==> src/rtl/fse_pkg.sv <==
/*
 Package of the flash status and error flag block: register offsets,
 bit positions, reset values and the event carriers.
 Assumes a 32-bit APB with byte addresses and one word per register.
*/
package fse_pkg;

  ////////////////////////////////////////////////////////////////////////
  // Register byte offsets
  localparam logic [7:0] FSE_OFF_STATUS = 8'h00;
  localparam logic [7:0] FSE_OFF_ERR_STATUS = 8'h04;
  localparam logic [7:0] FSE_OFF_CONFIG = 8'h08;
  localparam logic [7:0] FSE_OFF_ERR_CONFIG = 8'h0c;

  ////////////////////////////////////////////////////////////////////////
  // Status register fields
  localparam int FSE_B_CMD_COMPLETE_FLAG = 7;
  localparam int FSE_B_ACCESS_ERROR_FLAG = 5;
  localparam int FSE_B_PVIOL = 4;
  localparam int FSE_B_BUSY = 3;
  localparam int FSE_B_RSVD = 2;
  localparam int FSE_B_CSTAT_HI = 1;
  localparam int FSE_B_CSTAT_LO = 0;

  // Error status fields
  localparam int FSE_B_DFAULT = 1;
  localparam int FSE_B_SFAULT = 0;

  // Config fields
  localparam int FSE_B_CMD_COMPLETE_IRQ_EN = 7;
  localparam int FSE_B_IGNORE_SINGLE_FAULT = 4;
  localparam int FSE_B_FORCE_DOUBLE_FAULT = 1;
  localparam int FSE_B_FORCE_SINGLE_FAULT = 0;

  // Error config fields
  localparam int FSE_B_DOUBLE_FAULT_IRQ_EN = 1;
  localparam int FSE_B_SINGLE_FAULT_IRQ_EN = 0;

  ////////////////////////////////////////////////////////////////////////
  // Reset values
  localparam logic [7:0] FSE_RST_STATUS = 8'h80;
  localparam logic [7:0] FSE_RST_ERR_STATUS = 8'h00;
  localparam logic [7:0] FSE_RST_CONFIG = 8'h00;
  localparam logic [7:0] FSE_RST_ERR_CONFIG = 8'h00;

  ////////////////////////////////////////////////////////////////////////
  // Events from the command sequencer
  typedef struct packed {
    logic cmd_done;        // Command finished
    logic access_error;    // Sequence violated or illegal command
    logic prot_violation;  // Program/erase hit a protected range
    logic [1:0] cstat_set; // Completion status bits to set
  } fse_cmd_evt_t;

  // Result of one array read
  typedef struct packed {
    logic valid;        // Array read done this cycle
    logic single_fault; // Single-bit fault found and corrected
    logic double_fault; // Double-bit fault found
    logic collision;    // Read hit a block busy with a command
  } fse_read_evt_t;

endpackage : fse_pkg

==> src/rtl/fse_flags.sv <==
/*
 Flash status and error flag register bank behind an APB slave.
 Assumes the command sequencer and array read path run on pclk and
 hand over single-cycle event pulses; no synchroniser is needed.
*/
// How it works
// Command complete reads 1 when done; write 1 launches; low until done or violation.
// Access error set on command sequence violation or illegal command.
// While access error set, writing command complete neither clears nor launches.
// Write 1 clears access error; write 0 leaves it.
// Protection violation set on program/erase into a protected region.
// Protection violation blocks command launch and new command sequences.
// Write 1 clears protection violation; write 0 leaves it.
// Busy bit reads 1 while a command executes, 0 when idle.
// Bit 2 and unassigned status bits read 0, writes ignored.
// Completion status bits set by controller on command or reset-sequence errors.
// Status reset value may differ after reset-sequence double fault.
// Double fault set on double-bit array fault or read collision.
// Write 1 clears double fault; write 0 leaves it.
// Single fault set on collision, or on corrected fault unless ignore is set.
// Write 1 clears single fault; write 0 leaves it.
// Genuine parity fault sets at most one of single or double fault.
// Read collision sets both fault flags together.
// Command complete irq requested while flag set and enable is 1.
// Fault irq requested while fault flag set and its enable is 1.
// Ignore single fault suppresses single fault flag and its irq for corrected faults only; collisions and forced faults still set it.
// Force double fault makes every array read set double fault.
// Writing 0 to command complete leaves it; each written 1 clears independently.
`timescale 1ns/1ps
`default_nettype none

module fse_flags (
  input wire logic pclk,
  input wire logic presetn,
  input wire logic psel,
  input wire logic penable,
  input wire logic pwrite,
  input wire logic [7:0] paddr,
  input wire logic [31:0] pwdata,
  output logic [31:0] prdata,
  output logic pready,
  output logic pslverr,
  input wire fse_pkg::fse_cmd_evt_t cmd_evt,
  input wire fse_pkg::fse_read_evt_t read_evt,
  input wire logic reset_seq_dfault,
  output logic cmd_launch,
  output logic cmd_seq_block,
  output logic cmd_complete_irq,
  output logic fault_irq
);
  import fse_pkg::*;

  logic cmd_complete_flag;
  logic access_error_flag;
  logic protection_violation_flag;
  logic controller_busy;
  logic [1:0] completion_status;
  logic double_fault_flag;
  logic single_fault_flag;
  logic cmd_complete_irq_en;
  logic ignore_single_fault;
  logic force_double_fault;
  logic force_single_fault;
  logic double_fault_irq_en;
  logic single_fault_irq_en;

  logic wr_access;
  logic rd_setup;
  logic mapped;
  logic wr_status;
  logic wr_err_status;
  logic wr_config;
  logic wr_err_config;
  logic launch_ok;
  logic cmd_end;
  logic set_sfault;
  logic set_dfault;
  logic [31:0] next_prdata;

  ////////////////////////////////////////////////////////////////////////
  // APB decode; zero wait states
  assign pready = 1'b1;
  assign mapped = (paddr == FSE_OFF_STATUS) || (paddr == FSE_OFF_ERR_STATUS) ||
                  (paddr == FSE_OFF_CONFIG) || (paddr == FSE_OFF_ERR_CONFIG);
  assign pslverr = psel && penable && !mapped;
  assign wr_access = psel && penable && pwrite && mapped;
  assign rd_setup = psel && !penable && !pwrite;
  assign wr_status = wr_access && (paddr == FSE_OFF_STATUS);
  assign wr_err_status = wr_access && (paddr == FSE_OFF_ERR_STATUS);
  assign wr_config = wr_access && (paddr == FSE_OFF_CONFIG);
  assign wr_err_config = wr_access && (paddr == FSE_OFF_ERR_CONFIG);

  ////////////////////////////////////////////////////////////////////////
  // Command launch and completion
  // Launch checks the flags as they stand before this write, so one write
  // clearing an error and launching still refuses the launch.
  assign launch_ok = wr_status && pwdata[FSE_B_CMD_COMPLETE_FLAG] && cmd_complete_flag &&
                     !access_error_flag && !protection_violation_flag;
  assign cmd_end = cmd_evt.cmd_done || cmd_evt.access_error || cmd_evt.prot_violation;
  assign cmd_launch = launch_ok;
  assign cmd_seq_block = protection_violation_flag;

  always_ff @(posedge pclk or negedge presetn) begin
    if (!presetn) begin
      cmd_complete_flag <= FSE_RST_STATUS[FSE_B_CMD_COMPLETE_FLAG];
    end else if (cmd_end) begin
      cmd_complete_flag <= 1'b1;
    end else if (launch_ok) begin
      cmd_complete_flag <= 1'b0;
    end
  end

  always_ff @(posedge pclk or negedge presetn) begin
    if (!presetn) begin
      controller_busy <= FSE_RST_STATUS[FSE_B_BUSY];
    end else if (cmd_end) begin
      controller_busy <= 1'b0;
    end else if (launch_ok) begin
      controller_busy <= 1'b1;
    end
  end

  ////////////////////////////////////////////////////////////////////////
  // Error flags; a set in the clearing cycle wins
  always_ff @(posedge pclk or negedge presetn) begin
    if (!presetn) begin
      access_error_flag <= FSE_RST_STATUS[FSE_B_ACCESS_ERROR_FLAG];
    end else if (cmd_evt.access_error) begin
      access_error_flag <= 1'b1;
    end else if (wr_status && pwdata[FSE_B_ACCESS_ERROR_FLAG]) begin
      access_error_flag <= 1'b0;
    end
  end

  always_ff @(posedge pclk or negedge presetn) begin
    if (!presetn) begin
      protection_violation_flag <= FSE_RST_STATUS[FSE_B_PVIOL];
    end else if (cmd_evt.prot_violation) begin
      protection_violation_flag <= 1'b1;
    end else if (wr_status && pwdata[FSE_B_PVIOL]) begin
      protection_violation_flag <= 1'b0;
    end
  end

  // Cleared by the next launch; not writable by software
  always_ff @(posedge pclk or negedge presetn) begin
    if (!presetn) begin
      completion_status <= FSE_RST_STATUS[FSE_B_CSTAT_HI:FSE_B_CSTAT_LO];
    end else if (reset_seq_dfault || (cmd_evt.cstat_set != 2'h0)) begin
      completion_status <= completion_status | cmd_evt.cstat_set |
                           {reset_seq_dfault, reset_seq_dfault};
    end else if (launch_ok) begin
      completion_status <= 2'h0;
    end
  end

  ////////////////////////////////////////////////////////////////////////
  // Array read faults
  // Collision or forced fault may set both; a genuine double fault masks
  // the single one so a real ECC result is never reported twice.
  assign set_dfault = read_evt.valid &&
                      (read_evt.double_fault || read_evt.collision || force_double_fault);
  assign set_sfault = read_evt.valid &&
                      (read_evt.collision || force_single_fault ||
                       (read_evt.single_fault && !read_evt.double_fault && !ignore_single_fault));

  always_ff @(posedge pclk or negedge presetn) begin
    if (!presetn) begin
      double_fault_flag <= FSE_RST_ERR_STATUS[FSE_B_DFAULT];
    end else if (set_dfault) begin
      double_fault_flag <= 1'b1;
    end else if (wr_err_status && pwdata[FSE_B_DFAULT]) begin
      double_fault_flag <= 1'b0;
    end
  end

  always_ff @(posedge pclk or negedge presetn) begin
    if (!presetn) begin
      single_fault_flag <= FSE_RST_ERR_STATUS[FSE_B_SFAULT];
    end else if (set_sfault) begin
      single_fault_flag <= 1'b1;
    end else if (wr_err_status && pwdata[FSE_B_SFAULT]) begin
      single_fault_flag <= 1'b0;
    end
  end

  ////////////////////////////////////////////////////////////////////////
  // Configuration registers
  always_ff @(posedge pclk or negedge presetn) begin
    if (!presetn) begin
      cmd_complete_irq_en <= FSE_RST_CONFIG[FSE_B_CMD_COMPLETE_IRQ_EN];
      ignore_single_fault <= FSE_RST_CONFIG[FSE_B_IGNORE_SINGLE_FAULT];
      force_double_fault <= FSE_RST_CONFIG[FSE_B_FORCE_DOUBLE_FAULT];
      force_single_fault <= FSE_RST_CONFIG[FSE_B_FORCE_SINGLE_FAULT];
    end else if (wr_config) begin
      cmd_complete_irq_en <= pwdata[FSE_B_CMD_COMPLETE_IRQ_EN];
      ignore_single_fault <= pwdata[FSE_B_IGNORE_SINGLE_FAULT];
      force_double_fault <= pwdata[FSE_B_FORCE_DOUBLE_FAULT];
      force_single_fault <= pwdata[FSE_B_FORCE_SINGLE_FAULT];
    end
  end

  always_ff @(posedge pclk or negedge presetn) begin
    if (!presetn) begin
      double_fault_irq_en <= FSE_RST_ERR_CONFIG[FSE_B_DOUBLE_FAULT_IRQ_EN];
      single_fault_irq_en <= FSE_RST_ERR_CONFIG[FSE_B_SINGLE_FAULT_IRQ_EN];
    end else if (wr_err_config) begin
      double_fault_irq_en <= pwdata[FSE_B_DOUBLE_FAULT_IRQ_EN];
      single_fault_irq_en <= pwdata[FSE_B_SINGLE_FAULT_IRQ_EN];
    end
  end

  ////////////////////////////////////////////////////////////////////////
  // Interrupt requests, level
  assign cmd_complete_irq = cmd_complete_irq_en && cmd_complete_flag;
  assign fault_irq = (double_fault_irq_en && double_fault_flag) ||
                     (single_fault_irq_en && single_fault_flag);

  ////////////////////////////////////////////////////////////////////////
  // Read data, captured in the setup phase
  always_comb begin
    next_prdata = 32'h0000_0000;
    case (paddr)
      FSE_OFF_STATUS: begin
        next_prdata[FSE_B_CMD_COMPLETE_FLAG] = cmd_complete_flag;
        next_prdata[FSE_B_ACCESS_ERROR_FLAG] = access_error_flag;
        next_prdata[FSE_B_PVIOL] = protection_violation_flag;
        next_prdata[FSE_B_BUSY] = controller_busy;
        next_prdata[FSE_B_CSTAT_HI:FSE_B_CSTAT_LO] = completion_status;
      end
      FSE_OFF_ERR_STATUS: begin
        next_prdata[FSE_B_DFAULT] = double_fault_flag;
        next_prdata[FSE_B_SFAULT] = single_fault_flag;
      end
      FSE_OFF_CONFIG: begin
        next_prdata[FSE_B_CMD_COMPLETE_IRQ_EN] = cmd_complete_irq_en;
        next_prdata[FSE_B_IGNORE_SINGLE_FAULT] = ignore_single_fault;
        next_prdata[FSE_B_FORCE_DOUBLE_FAULT] = force_double_fault;
        next_prdata[FSE_B_FORCE_SINGLE_FAULT] = force_single_fault;
      end
      FSE_OFF_ERR_CONFIG: begin
        next_prdata[FSE_B_DOUBLE_FAULT_IRQ_EN] = double_fault_irq_en;
        next_prdata[FSE_B_SINGLE_FAULT_IRQ_EN] = single_fault_irq_en;
      end
      default: begin
        next_prdata = 32'h0000_0000;
      end
    endcase
  end

  always_ff @(posedge pclk or negedge presetn) begin
    if (!presetn) begin
      prdata <= 32'h0000_0000;
    end else if (rd_setup) begin
      prdata <= next_prdata;
    end
  end

endmodule : fse_flags

`default_nettype wire

==> config.mk <==
export PLATFORM = sky130hd
export DESIGN_NAME = fse_flags
export DESIGN_NICKNAME = d
export VERILOG_FILES = /design/src/rtl/fse_pkg.sv /design/src/rtl/fse_flags.sv
export SDC_FILE = /design/constraint.sdc
export NUM_CORES = 1
export LEC_CHECK = 0
export BUFFER_PORTS_ARGS = -buffer_cell sky130_fd_sc_hd__buf_2
export CORE_ASPECT_RATIO = 0.6
export CORE_MARGIN = 2
export CORE_UTILIZATION = 35
export CTS_BUF_LIST = sky130_fd_sc_hd__clkbuf_8
export DETAILED_ROUTE_END_ITERATION = 7
export PLACE_DENSITY = 0.76
export SLEW_MARGIN = 25
export SYNTH_ARGS = -nofsm -noshare
export SYNTH_HDL_FRONTEND = slang
export SYNTH_SLANG_ARGS = --single-unit
==> constraint.sdc <==
create_clock -name pclk -period 1.2 [get_ports pclk]
set_clock_uncertainty 0.05 [all_clocks]
set_input_delay 0.12 -clock pclk [delete_from_list [all_inputs] [get_ports pclk]]
set_output_delay 0.12 -clock pclk [all_outputs]
set_load 0.01 [all_outputs]
# Word level (Yosys, flattened, before mapping)
# Index checks and enable logic that the tools add are counted.
[totals]
regBits = 20
latchBits = 0
ramBits = 0
rom_bits = 0
input_bits = 55
output_inout_bits = 38
n_memories = 0
[op_classes]
add_sub_neg = 0
mul = 0
n_div = 0
order_cmp = 0
n_eq_ne = 3
n_shift = 0
muxes = 19
bitwise_logic = 2
reduce_logical = 51
[op_table]
columns = ["operator", "n"]
rows = [
  ["1-bit logical AND", 25],
  ["8-bit by 4-bit == test with 1-bit output, second input constant", 2],
  ["1-bit 2-to-1 mux", 14],
  ["2-bit nonzero test", 7],
  ["1-bit logical OR", 11],
  ["8-bit by 3-bit == test with 1-bit output, second input constant", 1],
  ["8-bit logical NOT", 1],
  ["2-bit case mux with 4 select lines", 1],
  ["1-bit logical NOT", 7],
  ["2-bit 2-to-1 mux", 2],
  ["2-bit bitwise OR", 2],
  ["1-bit case mux with 2 select lines", 2],
]

# Logic depth before layout (Yosys ltp)
[depth]
word_depth = 12
mapped_depth = 5

# Worst setup path before layout
# No wires, ideal clock.
[synth_timing]
kind = "reg2reg"
start = "reg cmd_complete_flag"
end = "reg completion_status[0]"
arrival_ps = 1118
t_required_ps = 1022
slack_ps = -96
stages_incl_launch_ff = 5
synth_period_minus_slack_ps = 1296
cell_sequence = "dfstp_2 > nor4bb_1 > and4_2 > buf_2 > a21oi_1"
[synth_via]
elab_chain_len = 4
[synth_rtl]
columns = ["element", "line", "source"]
rows = [
  ["start: declaration", "fse_flags.sv:53", "logic cmd_complete_flag;"],
  ["start signal: assignment", "fse_flags.sv:105", "cmd_complete_flag <= FSE_RST_STATUS[FSE_B_CMD_COMPLETE_FLAG];"],
  ["1-bit logical AND (2 in series)", "fse_flags.sv:97", "assign launch_ok = wr_status && pwdata[FSE_B_CMD_COMPLETE_FLAG] && cmd_complete_flag &&"],
  ["1-bit logical AND", "fse_flags.sv:98", "!access_error_flag && !protection_violation_flag;"],
  ["via cmd_launch", "fse_flags.sv:46", "output logic cmd_launch,"],
  ["2-bit nonzero test (no line)", "--", ""],
  ["end signal: assignment", "fse_flags.sv:148", "completion_status <= FSE_RST_STATUS[FSE_B_CSTAT_HI:FSE_B_CSTAT_LO];"],
  ["end signal: assignment", "fse_flags.sv:150", "completion_status <= completion_status | cmd_evt.cstat_set |"],
  ["end: declaration", "fse_flags.sv:57", "logic [1:0] completion_status;"],
]
# The timed path passes the listed nets, and every way through them passes these cells.
# A chain may end at the register's enable or synchronous reset.

# Final worst setup path
[layout_timing]
start = "reg cmd_complete_flag"
end = "out cmd_launch"
[layout_via]
elab_chain_len = 3
[layout_rtl]
columns = ["element", "line"]
rows = [
  ["1-bit logical AND (2 in series)", "fse_flags.sv:97"],
  ["1-bit logical AND", "fse_flags.sv:98"],
  ["end: declaration", "fse_flags.sv:46"],
]
# No other way between the ends.

==> impl_metrics.json <==
{
  "peakVddDrop_v": 0.0007207,
  "critPathMaxFanout": 2,
  "clock_sinks": 20,
  "ys_dominant_reg_cell": "dfrtp_1",
  "intPower_mw": 1.090,
  "clkTransAtPathRegs_ps": 70,
  "firstDrtPassIters": 4,
  "synth_cells": 122,
  "dieArea_um2": 4054,
  "cp-start-kind": "flop",
  "status": "finished with violations",
  "place.gp.congestion": 0.7716,
  "multi_input_area_um2": 686.9,
  "synth.top_cells.by_area": "dfrtp_1, buf_4, mux2_2, nand2_1, o31ai_1",
  "drt_iter0_drc": 27,
  "syn2layout_area_growth_pct": 42.64,
  "whs_endpoint": "access_error_flag",
  "drv_cap": 0,
  "synth.most_common_cell": "buf_4",
  "cts_root_buf": "clkbuf_8",
  "crit_type": "reg -> out",
  "swShare_pct": 25.92,
  "worstHoldStart": "cmd_evt[3]",
  "total_power_mw": 1.471,
  "setup_ws_ps": -311.5,
  "die_w_um": 80.88,
  "clock_latency_ps": 260,
  "seqCellArea_um2": 501.7,
  "grtUsageTotal_pct": 15.05,
  "slew_viol_final": 0,
  "initial_utilization_pct": 37.35,
  "drive_above_1_share_pct": 51.60,
  "synth_edf_count": 0,
  "leakage_nw": 0.9118,
  "synth_commonest_cells": "buf_4, dfrtp_1, nand2_1",
  "netlist_area_um2": 1241,
  "synth_seq_cells": 20,
  "cp.arrival_ps": 1340,
  "fin_crit_ps": 1511,
  "timing.fmax_mhz": 661.6,
  "clk_path_buf_depth": 2,
  "synth-async-reset-ratio_pct": 100.0,
  "via_count": 1087,
  "finalSetupTns_ps": -1146,
  "rows": 16,
  "drc_errors": 0,
  "r2r-start": "cmd_complete_flag",
  "finalNetCount": 244,
  "synth_cell_types": 37,
  "whs_path_depth": 2,
  "p_clk_share_pct": 35.4,
  "cts_tree": "yes",
  "vias_per_cell": 4.665,
  "cellPowerDensity_nw_per_um2": 830.8,
  "core-area_um2": 3323,
  "antenna_found_initial": 0,
  "p_switching_uw": 381.2,
  "port_buffers": 38,
  "violations": "negative setup slack",
  "overflow": 0,
  "grt_pass1_wl_um": 4616,
  "htreeDepth": 1,
  "drtAntennaViolNets": 0,
  "dieHeight_um": 50.13,
  "diodes": 0,
  "fillCellCount": 303,
  "worstPathRequired_ps": 1030,
  "syn_area_per_cell_um2": 10.17,
  "cts_buffers": 3,
  "yosys_warnings": 0,
  "grt_max_degree": 21,
  "setup_viol": 9,
  "pwr-share-comb_pct": 17.8,
  "grt_pass1_vias": 1003,
  "ff2ff_path_depth": 4,
  "hold_class": "in -> reg",
  "p_seq_share_pct": 46.9,
  "synth-seq-area-share_pct": 40.42,
  "grt_setup_unrepaired": "yes",
  "hold_viol_final": 0,
  "routedWlPerCell_um": 13.32,
  "cp-end-kind": "primary output",
  "r2r-end": "completion_status[1]",
  "period_share_pct": 126.0,
  "place_hpwl_um": 2342,
  "r2r_slack_ps": -140,
  "synth.top_cell.area_share_pct": 38.31,
  "pin_count": 93,
  "wl_um": 3104,
  "yosys.area.top_type": "dfrtp_1"
}
through the flow:
stage                     hold slack (ps)  setup slack (ps)  instances  area (um2)  util (%)
after floorplan                    -225.6            -60.08        147        1369         -
after global placement              43.97            -116.2        220        1538     46.27
after detailed placement            38.88            -145.4        220        1538     46.27
after CTS                           4.299            -357.6        229        1677     50.45
after global routing                1.670            -378.3        233        1770     53.28
final                               9.489            -311.5        233        1770     53.28
power groups by stage:
stage | Combinational (mW) | Sequential, mW | Clock [mW]
detailed placement | 0.229 | 0.703 | 0
global placement | 0.225 | 0.702 | 0
floorplan | 0.170 | 0.704 | 0
CTS | 0.245 | 0.690 | 0.523
global route | 0.285 | 0.690 | 0.571
finish | 0.261 | 0.689 | 0.520
cell usage in the layout (no fill, tap or decap), types with 3 or more instances in the layout:
| cell type | instances |
|---|---|
| clkbuf_8 | 4 |
| buf_4 | 24 |
| o31ai_1 | 5 |
| buf_2 | 33 |
| nor2_1 | 3 |
| buf_6 | 9 |
| conb_1 | 27 |
| nor3_1 | 4 |
| mux2_2 | 5 |
| nand4_1 | 4 |
| nand2_1 | 12 |
| dfrtp_1 | 19 |
area by class of cell:
| cell class | count | area share [%] |
|---|---|---|
| Clock buffer | 4 | 3.110 |
| Inverter | 1 | 0.2120 |
| Multi-Input combinational cell | 95 | 38.80 |
| Sequential cell | 20 | 28.34 |
| Tap cell | 45 | 3.180 |
| Timing Repair Buffer | 68 | 26.36 |
worst max-delay path, stage by stage, from the launching register on:
cell	delay, ps
dfstp_2	530
nor4bb_4	180
and4_4	270
buf_6	100
what timing repair did:
action | 4_1_cts | 5_1_grt
endpoints found under the setup margin | 10 | 13
resized for setup | 10 | 15
hold buffers | 2 | 0
setup buffers | 3 | 4
pin swaps | 7 | 5
hold endpoints to repair | 20 | 0
flip-flops by register name (all words and copies together), names as in the netlist:
signal,cells
prdata,6
completion_status,2
access_error_flag,1
cmd_complete_flag,1
cmd_complete_irq_en,1
cmd_seq_block,1
controller_busy,1
double_fault_flag,1
double_fault_irq_en,1
force_double_fault,1
force_single_fault,1
ignore_single_fault,1
single_fault_flag,1
single_fault_irq_en,1
cells by family (layout without fill, tap and decap cells):
family	Yosys count	count (layout)	share of synthesized area, %
buffers and inverters	32	73	18.24
flip-flops	20	20	40.42
multiplexers	10	10	9.779
AND/OR/NAND/NOR	40	40	20.36
AO/OA/AOI/OAI	18	18	10.58
other	2	27	0.6051
worst max-delay path by stage:
stage	startpoint	end	slack, ps	cells past startpoint
final	cmd_complete_flag	cmd_launch	-310	3
after global routing	cmd_complete_flag	cmd_launch	-380	3
after CTS	cmd_complete_flag	cmd_launch	-360	3
after detailed placement	paddr[1]	double_fault_flag	-150	4
after global placement	paddr[1]	single_fault_irq_en	-120	5
after floorplan	cmd_complete_flag	completion_status[0]	-60	4
layer usage:
metal	share of wire (%)	global-route usage, %
met1	44	20.69
met2	49	23.28
met3	6.7	5.128
met4	0.29	2.542
met5	0	0
(Power assumes the default switching activity.)
